## src/core/flash_self_prog_pkg.sv

```systemverilog
// constants, codes and types shared by the flash self-programming controller
package flash_self_prog_pkg;

  // register byte offsets on the bus
  localparam logic [7:0] OFS_CTRL      = 8'h00;
  localparam logic [7:0] OFS_PTR_LOW   = 8'h04;
  localparam logic [7:0] OFS_PTR_HIGH  = 8'h08;
  localparam logic [7:0] OFS_DATA_LOW  = 8'h0C;
  localparam logic [7:0] OFS_DATA_HIGH = 8'h10;
  localparam logic [7:0] OFS_STORE     = 8'h14;
  localparam logic [7:0] OFS_LOAD      = 8'h18;
  localparam int         OFS_BITS      = 8;

  // control/status bit positions
  localparam int BIT_ENABLE   = 0;
  localparam int BIT_ERASE    = 1;
  localparam int BIT_WRITE    = 2;
  localparam int BIT_LOCKSET  = 3;
  localparam int BIT_REENABLE = 4;
  localparam int BIT_BUSY     = 6;
  localparam int BIT_IRQEN    = 7;
  localparam int CMD_BITS     = 6;

  // command codes held in control bits 5..0
  localparam logic [5:0] CODE_LOAD  = 6'h01;
  localparam logic [5:0] CODE_ERASE = 6'h03;
  localparam logic [5:0] CODE_WRITE = 6'h05;
  localparam logic [5:0] CODE_LOCK  = 6'h09;
  localparam logic [5:0] CODE_REEN  = 6'h11;

  // cycle windows after arming
  localparam logic [2:0] STORE_WINDOW  = 3'h4;
  localparam logic [2:0] LOADRD_WINDOW = 3'h3;

  // addresses, widths, fill values
  localparam logic [15:0] APP_RESET_ADDR = 16'h0000;
  localparam int          LOCK_BITS      = 6;
  localparam logic [15:0] ERASED_WORD    = 16'hFFFF;
  localparam int          HTRANS_ACTIVE  = 1;

  typedef enum {CMD_NONE, CMD_LOAD, CMD_ERASE, CMD_WRITE, CMD_LOCK,
                CMD_REEN} cmd_type;

  typedef enum {OP_IDLE, OP_ERASE, OP_WRITE, OP_LOCK} op_type;

  // map the control bits onto a command
  function automatic cmd_type decodeCmd(input logic [5:0] bits);
    cmd_type c;
    c = CMD_NONE;
    case (bits)
      CODE_LOAD:  c = CMD_LOAD;
      CODE_ERASE: c = CMD_ERASE;
      CODE_WRITE: c = CMD_WRITE;
      CODE_LOCK:  c = CMD_LOCK;
      CODE_REEN:  c = CMD_REEN;
      default:    c = CMD_NONE;
    endcase
    return c;
  endfunction

endpackage

```

## src/core/flash_self_program_ctrl.sv

```systemverilog
// flash self-programming controller with an AHB-Lite register slave
//
// Summary of operation
// - reset vector is 0x0000 with fuse at 1, boot address at 0.
// - software has no path to alter the boot fuse.
// - pointer low bits select word in page, high bits select page.
// - target page is latched at start; pointer may change freely.
// - lock-bit programming ignores the pointer entirely.
// - load reads address bytes, pointer bit zero selects the byte.
// - code X0000011 plus store in four cycles erases selected page.
// - erase in halting section halts core; otherwise halting code readable.
// - code 00000001 plus store loads data word into buffer location.
// - buffer clears after page write, on re-enable, and on reset.
// - each buffer location takes one write between clears.
// - EEPROM write during page loading discards loaded words.
// - code X0000101 plus store writes buffer into selected page.
// - write in halting section halts core; otherwise fetches continue.
// - interrupt enabled means request held while enable bit is clear.
// - erase or write blocks concurrent-read section, busy flag set.
// - re-enable write after completion clears the busy flag.
// - code X0001001 plus store programs lock bits whose data is zero.
// - lock-bit programming halts neither section.
// - EEPROM write blocks programming and lock-bit reads.
// - armed bits self-clear without store in four; load reads accepted in three only.
`timescale 1ns/1ns
`default_nettype none

module flash_self_program_ctrl
  import flash_self_prog_pkg::*;
#(
  parameter int          PAGE_WORDS      = 64,
  parameter int          WORD_BITS       = $clog2(PAGE_WORDS),
  parameter int          PAGE_BITS       = 15 - WORD_BITS,
  parameter logic [15:0] BOOT_RESET_ADDR = 16'h3F00,
  parameter int          HALTING_SECTION_FIRST_PAGE = 448
)(
  input  wire logic                 ref_clk,
  input  wire logic                 rst_n,
  input  wire logic                 hsel,
  input  wire logic [31:0]          haddr,
  input  wire logic [1:0]           htrans,
  input  wire logic                 hwrite,
  input  wire logic [2:0]           hsize,
  input  wire logic [31:0]          hwdata,
  input  wire logic                 hready,
  output var  logic                 hreadyout,
  output var  logic                 hresp,
  output var  logic [31:0]          hrdata,
  input  wire logic                 bootResetFuse,
  input  wire logic                 eepromWriteActive,
  input  wire logic                 flashOpDone,
  input  wire logic [LOCK_BITS-1:0] lockBitsState,
  input  wire logic [WORD_BITS-1:0] bufReadIndex,
  output var  logic [15:0]          resetVector,
  output var  logic                 eraseStart,
  output var  logic                 writeStart,
  output var  logic                 lockStart,
  output var  logic [PAGE_BITS-1:0] targetPage,
  output var  logic [LOCK_BITS-1:0] lockBitsProgram,
  output var  logic [15:0]          loadByteAddr,
  output var  logic [15:0]          bufReadWord,
  output var  logic                 cpuHalt,
  output var  logic                 rwwReadBlock,
  output var  logic                 spmIrq
);

  localparam logic [PAGE_BITS-1:0] HALT_PAGE = PAGE_BITS'(HALTING_SECTION_FIRST_PAGE);

  typedef struct packed {
    logic                                  dpPending;
    logic                                  dpWrite;
    logic [OFS_BITS-1:0]                   dpAddr;
    logic                                  readyOut;
    logic [31:0]                           rdata;
    logic [CMD_BITS-1:0]                   ctrlCmd;
    logic                                  irqEn;
    logic                                  busy;
    logic [2:0]                            armCnt;
    logic [15:0]                           pointer;
    logic [7:0]                            dataLow;
    logic [7:0]                            dataHigh;
    op_type                                op;
    logic [PAGE_BITS-1:0]                  page;
    logic [LOCK_BITS-1:0]                  lockProg;
    logic                                  eraseStart;
    logic                                  writeStart;
    logic                                  lockStart;
    logic [PAGE_WORDS-1:0]                 bufValid;
    logic [PAGE_WORDS-1:0][15:0]           buffer;
    logic [15:0]                           bufWord;
    logic                                  vecCaught;
    logic [15:0]                           vector;
    logic                                  halt;
    logic                                  irq;
  } state_type;

  state_type s_q;
  state_type s_d;
  cmd_type   cmd;
  logic      armed;
  logic      storeOk;
  logic      loadRdOk;
  logic [WORD_BITS-1:0] wordIdx;

  // refill the page buffer with erased words and forget all loads
  function automatic state_type clearBuffer(input state_type s);
    state_type r;
    // every word reads erased until it is loaded again
    r          = s;
    r.bufValid = '0;
    r.buffer   = {PAGE_WORDS{ERASED_WORD}};
    return r;
  endfunction

  // control/status readback: command bits, busy flag, interrupt enable
  function automatic logic [31:0] ctrlReadback(input state_type s);
    logic [31:0] r;
    r               = '0;
    r[CMD_BITS-1:0] = s.ctrlCmd;
    r[BIT_BUSY]     = s.busy;
    r[BIT_IRQEN]    = s.irqEn;
    return r;
  endfunction

  // page field of the pointer; word bits and byte select dropped
  function automatic logic [PAGE_BITS-1:0] pageOf(input logic [15:0] p);
    // shared by erase and write so both decode the page alike
    return p[15:WORD_BITS+1];
  endfunction

  // pages at or above the halting section stop the core while an erase or write runs
  function automatic logic inHaltSection(input logic [PAGE_BITS-1:0] p);
    return p >= HALT_PAGE;
  endfunction

  // command decode and the timing windows after arming
  assign cmd      = decodeCmd(s_q.ctrlCmd);
  assign armed    = s_q.ctrlCmd[BIT_ENABLE] && (s_q.op == OP_IDLE);
  assign storeOk  = armed && (s_q.armCnt < STORE_WINDOW);
  assign loadRdOk = armed && (s_q.armCnt < LOADRD_WINDOW);
  assign wordIdx  = s_q.pointer[WORD_BITS:1];

  // next-state logic for bus slave, commands and flash operations
  always_comb
  begin
    s_d            = s_q;
    s_d.eraseStart = 1'b0;
    s_d.writeStart = 1'b0;
    s_d.lockStart  = 1'b0;

    // window counter saturates so a late store never wraps into range
    if (armed && (s_q.armCnt != STORE_WINDOW))
    begin
      s_d.armCnt = s_q.armCnt + 3'h1;
    end

    // pick reset vector
    // caught once after reset release, never under the async reset
    if (!s_q.vecCaught)
    begin
      s_d.vecCaught = 1'b1;
      s_d.vector    = bootResetFuse ? APP_RESET_ADDR : BOOT_RESET_ADDR;
    end

    // one wait state: action and read data happen in the data phase
    if (s_q.dpPending)
    begin
      s_d.dpPending = 1'b0;
      s_d.readyOut  = 1'b1;
      s_d.rdata     = '0;
      if (s_q.dpWrite)
      begin
        case (s_q.dpAddr)
          OFS_CTRL:
          begin
            s_d.irqEn = hwdata[BIT_IRQEN];
            if (!eepromWriteActive && (s_q.op == OP_IDLE))
            begin
              s_d.ctrlCmd = hwdata[CMD_BITS-1:0];
              s_d.armCnt  = '0;
              if (decodeCmd(hwdata[CMD_BITS-1:0]) == CMD_REEN)
              begin
                s_d.busy     = 1'b0;
                s_d          = clearBuffer(s_d);
                s_d.ctrlCmd  = '0;
              end
            end
          end
          OFS_PTR_LOW:   s_d.pointer[7:0]  = hwdata[7:0];
          OFS_PTR_HIGH:  s_d.pointer[15:8] = hwdata[7:0];
          OFS_DATA_LOW:  s_d.dataLow       = hwdata[7:0];
          OFS_DATA_HIGH: s_d.dataHigh      = hwdata[7:0];
          OFS_STORE:
          begin
            if (storeOk && !eepromWriteActive)
            begin
              case (cmd)
                CMD_LOAD:
                begin
                  if (!s_q.bufValid[wordIdx])
                  begin
                    s_d.bufValid[wordIdx] = 1'b1;
                    s_d.buffer[wordIdx]   = {s_q.dataHigh, s_q.dataLow};
                  end
                  s_d.ctrlCmd = '0;
                end
                CMD_ERASE:
                begin
                  s_d.op         = OP_ERASE;
                  s_d.page       = pageOf(s_q.pointer);
                  s_d.eraseStart = 1'b1;
                  s_d.busy       = 1'b1;
                end
                CMD_WRITE:
                begin
                  s_d.op         = OP_WRITE;
                  s_d.page       = pageOf(s_q.pointer);
                  s_d.writeStart = 1'b1;
                  s_d.busy       = 1'b1;
                end
                CMD_LOCK:
                begin
                  s_d.op        = OP_LOCK;
                  s_d.lockProg  = s_q.dataLow[LOCK_BITS-1:0];
                  s_d.lockStart = 1'b1;
                end
                default: s_d.ctrlCmd = '0;
              endcase
            end
          end
          default: ;
        endcase
      end
      else
      begin
        case (s_q.dpAddr)
          OFS_CTRL:
          begin
            s_d.rdata = ctrlReadback(s_q);
          end
          OFS_PTR_LOW:   s_d.rdata[7:0] = s_q.pointer[7:0];
          OFS_PTR_HIGH:  s_d.rdata[7:0] = s_q.pointer[15:8];
          OFS_DATA_LOW:  s_d.rdata[7:0] = s_q.dataLow;
          OFS_DATA_HIGH: s_d.rdata[7:0] = s_q.dataHigh;
          OFS_LOAD:
          begin
            if (loadRdOk && (cmd == CMD_LOCK) && !eepromWriteActive)
            begin
              s_d.rdata[LOCK_BITS-1:0] = lockBitsState;
              s_d.ctrlCmd              = '0;
            end
          end
          default: ;
        endcase
      end
    end
    else if (hsel && htrans[HTRANS_ACTIVE] && hready)
    begin
      s_d.dpPending = 1'b1;
      s_d.dpWrite   = hwrite;
      s_d.dpAddr    = haddr[OFS_BITS-1:0];
      s_d.readyOut  = 1'b0;
    end

    if (armed && (s_q.armCnt == STORE_WINDOW) && (s_d.op == OP_IDLE))
    begin
      s_d.ctrlCmd = '0;
    end

    // completion: enable drops, which raises the interrupt if enabled
    if ((s_q.op != OP_IDLE) && flashOpDone)
    begin
      if (s_q.op == OP_WRITE)
      begin
        s_d = clearBuffer(s_d);
      end
      s_d.op      = OP_IDLE;
      s_d.ctrlCmd = '0;
    end

    if (eepromWriteActive && (s_q.bufValid != '0) && (s_q.op == OP_IDLE))
    begin
      s_d = clearBuffer(s_d);
    end

    // halt on erase in halting section
    // halt on write in halting section
    s_d.halt = 1'b0;
    if ((s_d.op == OP_ERASE) || (s_d.op == OP_WRITE))
    begin
      s_d.halt = inHaltSection(s_d.page);
    end

    // registered so the request pin never glitches on a bus write
    // level request while enable clear
    s_d.irq = s_d.irqEn & ~s_d.ctrlCmd[BIT_ENABLE];

    // buffer read port toward the flash array for page writes
    s_d.bufWord = s_q.buffer[bufReadIndex];
  end

  // single state register; async reset loads constants only
  always_ff @(posedge ref_clk or negedge rst_n)
  begin
    if (!rst_n)
    begin
      s_q           <= '0;
      s_q.readyOut  <= 1'b1;
      s_q.op        <= OP_IDLE;
      s_q.buffer    <= {PAGE_WORDS{ERASED_WORD}};
      s_q.bufWord   <= ERASED_WORD;
      s_q.vector    <= APP_RESET_ADDR;
    end
    else
    begin
      s_q <= s_d;
    end
  end

  // outputs straight from the state flops, except hresp tied low
  assign hreadyout       = s_q.readyOut;
  assign hresp           = 1'b0;
  assign hrdata          = s_q.rdata;
  assign resetVector     = s_q.vector;
  assign eraseStart      = s_q.eraseStart;
  assign writeStart      = s_q.writeStart;
  assign lockStart       = s_q.lockStart;
  assign targetPage      = s_q.page;
  assign lockBitsProgram = s_q.lockProg;
  assign loadByteAddr    = s_q.pointer;
  assign bufReadWord     = s_q.bufWord;
  assign cpuHalt         = s_q.halt;
  assign rwwReadBlock    = s_q.busy;
  assign spmIrq          = s_q.irq;

endmodule

`default_nettype wire

```

## config.mk

```make
export PLATFORM = sky130hd
export DESIGN_NAME = flash_self_program_ctrl
export DESIGN_NICKNAME = d
export VERILOG_FILES = /design/src/core/flash_self_prog_pkg.sv /design/src/core/flash_self_program_ctrl.sv
export SDC_FILE = /design/constraint.sdc
export NUM_CORES = 2
export LEC_CHECK = 0
export BUFFER_PORTS_ARGS = -buffer_cell sky130_fd_sc_hd__buf_2
export CORE_UTILIZATION = 49
export CTS_BUF_LIST = sky130_fd_sc_hd__clkbuf_8
export CTS_CLUSTER_SIZE = 25
export DETAILED_ROUTE_END_ITERATION = 7
export PLACE_DENSITY_LB_ADDON = 0.08
export SYNTH_ARGS = -nofsm -noshare
export SYNTH_HDL_FRONTEND = slang
export SYNTH_SLANG_ARGS = --single-unit
```

## constraint.sdc

```tcl
create_clock -name ref_clk -period 9.8 [get_ports ref_clk]
set_input_delay 1.47 -clock ref_clk [delete_from_list [all_inputs] [get_ports ref_clk]]
set_output_delay 1.47 -clock ref_clk [all_outputs]
set_load 0.03 [all_outputs]
```

==> flow_metrics.env <==
export IMPL_status="finished, final reports clean"
export IMPL_vias=45080
export IMPL_ys_warn_count=0
export IMPL_netlist_area_leader_share_pct=45.03
export IMPL_place_congestion=0.8915
export IMPL_drtPass1Iterations=8
export IMPL_place_detailed_hpwl_um=122900
export IMPL_cts_setup_buffers=0
export IMPL_grt_pass1_vias=44758
export IMPL_ff2ff_path_depth=9
export IMPL_final_core_util_pct=54.57
export IMPL_maxSlewHeadroom_pct=11.11
export IMPL_cts_max_path_buffers=3
export IMPL_grt_overflow_total=0
export IMPL_initial_utilization_pct=49.65
export IMPL_drt_iter0_drc=5296
export IMPL_cts_tree="built"
export IMPL_whs_ns=0.4594
export IMPL_worstSetupPathType="flop to flop"
export IMPL_drc=0
export IMPL_crit_required_ns=10.65
export IMPL_via_per_inst=6.708
export IMPL_drt_wl_total_um=209600
export IMPL_grt_start_max_net_pins=220
export IMPL_yosysUniqueCellTypes=67
export IMPL_reg2reg_to="s_q[264]"
export IMPL_cp_start_kind="flop"
export IMPL_core_um2=122400
export IMPL_cp_arrival_ns=5.97
export IMPL_ys_ff_latch=1220
export IMPL_area_sequential_um2=31830
export IMPL_ctsHoldBuffers=0
export IMPL_slew_viol_final=0
export IMPL_synthCells=5053
export IMPL_setup_violations=0
export IMPL_worst_ir_drop_vdd_uv=173.6
export IMPL_synth_top_cells_by_count="dfstp_2, a21oi_1, o21a_1"
export IMPL_synth_most_common_cell="dfstp_2"
export IMPL_path_cells="buf_4 > mux4_2 > nor3b_1 > a31oi_1 > nand4_1 > or4_4 > buf_4 > nand2b_2 > o22a_1"
export IMPL_path_common_cell="buf_4"
export IMPL_max_freq_mhz=195.2
export IMPL_syn_avg_cell_area_um2=12.02
export IMPL_drive_above_1_share_pct=41.58
export IMPL_hold_end="resetVector[12]"
export IMPL_cp_max_fo=50
export IMPL_fin_nets=5018
export IMPL_wl_per_cell_um=31.18
export IMPL_dpl_worst_slack_ns=4.037
export IMPL_reg2reg_from="loadByteAddr[2]"
export IMPL_synth_edf_count=0
export IMPL_cts_root_buf="clkbuf_8"
export IMPL_cellPowerDensity_nw_per_um2=246.9
export IMPL_antenna_found_initial=9
export IMPL_syn2layout_area_growth_pct=9.924
export IMPL_cts_sinks=1220
export IMPL_min_from="s_q[18]"
export IMPL_h_tree_depth=4
export IMPL_finalHoldViolations=0
export IMPL_track_usage_pct=33.33
export IMPL_rows=128
export IMPL_io_pins=192
export IMPL_max_stage_delay_ns=0.86
export IMPL_cts_buffers_inserted=208
export IMPL_skew_ns=0.05794
export IMPL_numPlacedInstances=6342
export IMPL_post_layout_nonfiller_instances=6720
export IMPL_die_w_um=354.1
export IMPL_syn_area_um2=60750
export IMPL_min_path_type="flop to flop"
export IMPL_p_leak_nw=24.67
export IMPL_period_share_pct=52.28
export IMPL_fin_setup_tns_ns=0
export IMPL_fill_cells=10490
export IMPL_grt_pass1_wl_um=311200
export IMPL_synthArstFlopShare_pct=100.0
export IMPL_worst_slack_ns=4.677
export IMPL_rrSetupSlack_ns=4.68
export IMPL_min_period_ns=5.123
export IMPL_critPathCaptureType="flop"
export IMPL_clkTransAtPathRegs_ns=0.06
export IMPL_die_h_um=354.1
export IMPL_tightestPinTransition_ns=1.328
export IMPL_synth_top_cell_by_area="dfstp_2"
export IMPL_dieArea_um2=125400
export IMPL_io_buffers=104
export IMPL_clock_latency_ns=0.98
export IMPL_ys_flop_type="dfstp_2"
export IMPL_postCtsResizedCells=0
export IMPL_maxCapViolations=0
export IMPL_seq_area_frac_synth_pct=52.40
export IMPL_ant_nets=0
export IMPL_synthTopCellsByArea="dfstp_2, mux4_2, a21oi_1"
export IMPL_cp_slowest_cell="nand2b_2"
export IMPL_multi_input_area_um2=26560
export IMPL_hold_path_cell_count=1
export IMPL_rsz0062_at_grt="no"
-- worst max path at each step --
stage	from	to	slack, ns	cells past startpoint
2_1_floorplan	eepromWriteActive	s_q[1010]	5.60	11
3_3_place_gp	eepromWriteActive	s_q[164]	4.02	9
3_5_place_dp	eepromWriteActive	s_q[104]	4.04	9
4_1_cts	s_q[1249]	s_q[104]	4.79	9
5_1_grt	s_q[1249]	s_q[200]	4.52	9
6_report	loadByteAddr[2]	s_q[264]	4.68	9
-- power breakdown --
part	switching (mW)	internal (mW)
Combinational	1.91	1.66
Clock	2.22	2.53
Sequential	0.767	7.40
-- through the flow --
step | total power, mW | area [um^2]
after floorplan | 10.42 | 60870
after global placement | 11.57 | 62470
after detailed placement | 11.70 | 62470
after CTS | 16.47 | 66770
after global routing | 17.19 | 66770
final | 16.49 | 66770
-- logic make-up (layout without fill, tap and decap cells) --
group / Yosys count / after routing / share of synthesized area, %
compound gates: 2251 / 2251 / 24.18
flops: 1220 / 1220 / 52.40
buf+inv: 666 / 671 / 4.980
simple gates: 504 / 504 / 4.546
mux: 405 / 405 / 13.79
xor+xnor: 3 / 3 / 0.04326
fa+ha+maj: 2 / 2 / 0.04119
other cells: 2 / 39 / 0.01236
-- registers in the layout (all words and copies together) (netlist names) --
register / cells
s_q: 1157
bufReadWord: 16
loadByteAddr: 16
targetPage: 9
hrdata: 8
lockBitsProgram: 6
cpuHalt: 1
eraseStart: 1
hreadyout: 1
lockStart: 1
resetVector: 1
rwwReadBlock: 1
spmIrq: 1
writeStart: 1
-- layout by cell type (no fill, tap or decap), types with 8 or more instances in the layout --
master,netlist,final
nand4_1,16,16
nor2_2,15,19
clkbuf_8,0,269
mux2i_1,18,18
clkinv_2,0,15
o22ai_2,0,8
and2_1,48,48
dfstp_2,1041,1041
o22ai_1,43,35
a21oi_1,1037,1037
buf_4,96,166
or2_1,10,10
mux2_2,46,46
buf_12,0,10
nor4_1,30,28
dfrtp_1,179,178
nor4_4,0,20
nor2_1,64,52
nor2_4,0,8
o22a_1,513,513
o21ai_0,78,77
nor4_2,30,12
a22oi_1,8,8
nand3_1,18,17
nor2b_1,11,11
conb_1,2,36
inv_1,19,92
nor3_1,12,12
buf_2,120,99
mux4_2,341,341
o21ai_4,0,16
nand2_1,189,189
o21a_1,515,515
-- per-layer routing --
layer	wire (um)	share of wire (%)	vias to the layer above	GRT usage [%]
li1	-	-	18803	-
met3	17960	8.6	343	7.985
met1	93320	45	23886	49.17
met5	11	0.0052	-	0
met2	90190	43	2046	47.34
met4	8080	3.9	2	13.22
-- cell type report --
type                       count  share of cell area, %
clock inverter               106                 0.8882
multi-input combinational   3201                  39.78
timing repair buffer         277                  2.953
tap                         1625                  3.045
sequential                  1220                  47.67
clock buffer                 269                  5.545
antenna                        3                0.01124
inverter                      19                 0.1068
-- critical path, delay by kind of cell, from the launching register on --
family | cells | cell delay [ns]
flip-flops | 1 | 0.32
AND/OR/NAND/NOR | 4 | 1.94
multiplexers | 1 | 0.56
buffers and inverters | 2 | 0.88
AO/OA/AOI/OAI | 2 | 1.25
No activity file was read; power rests on OpenSTA's default activity.
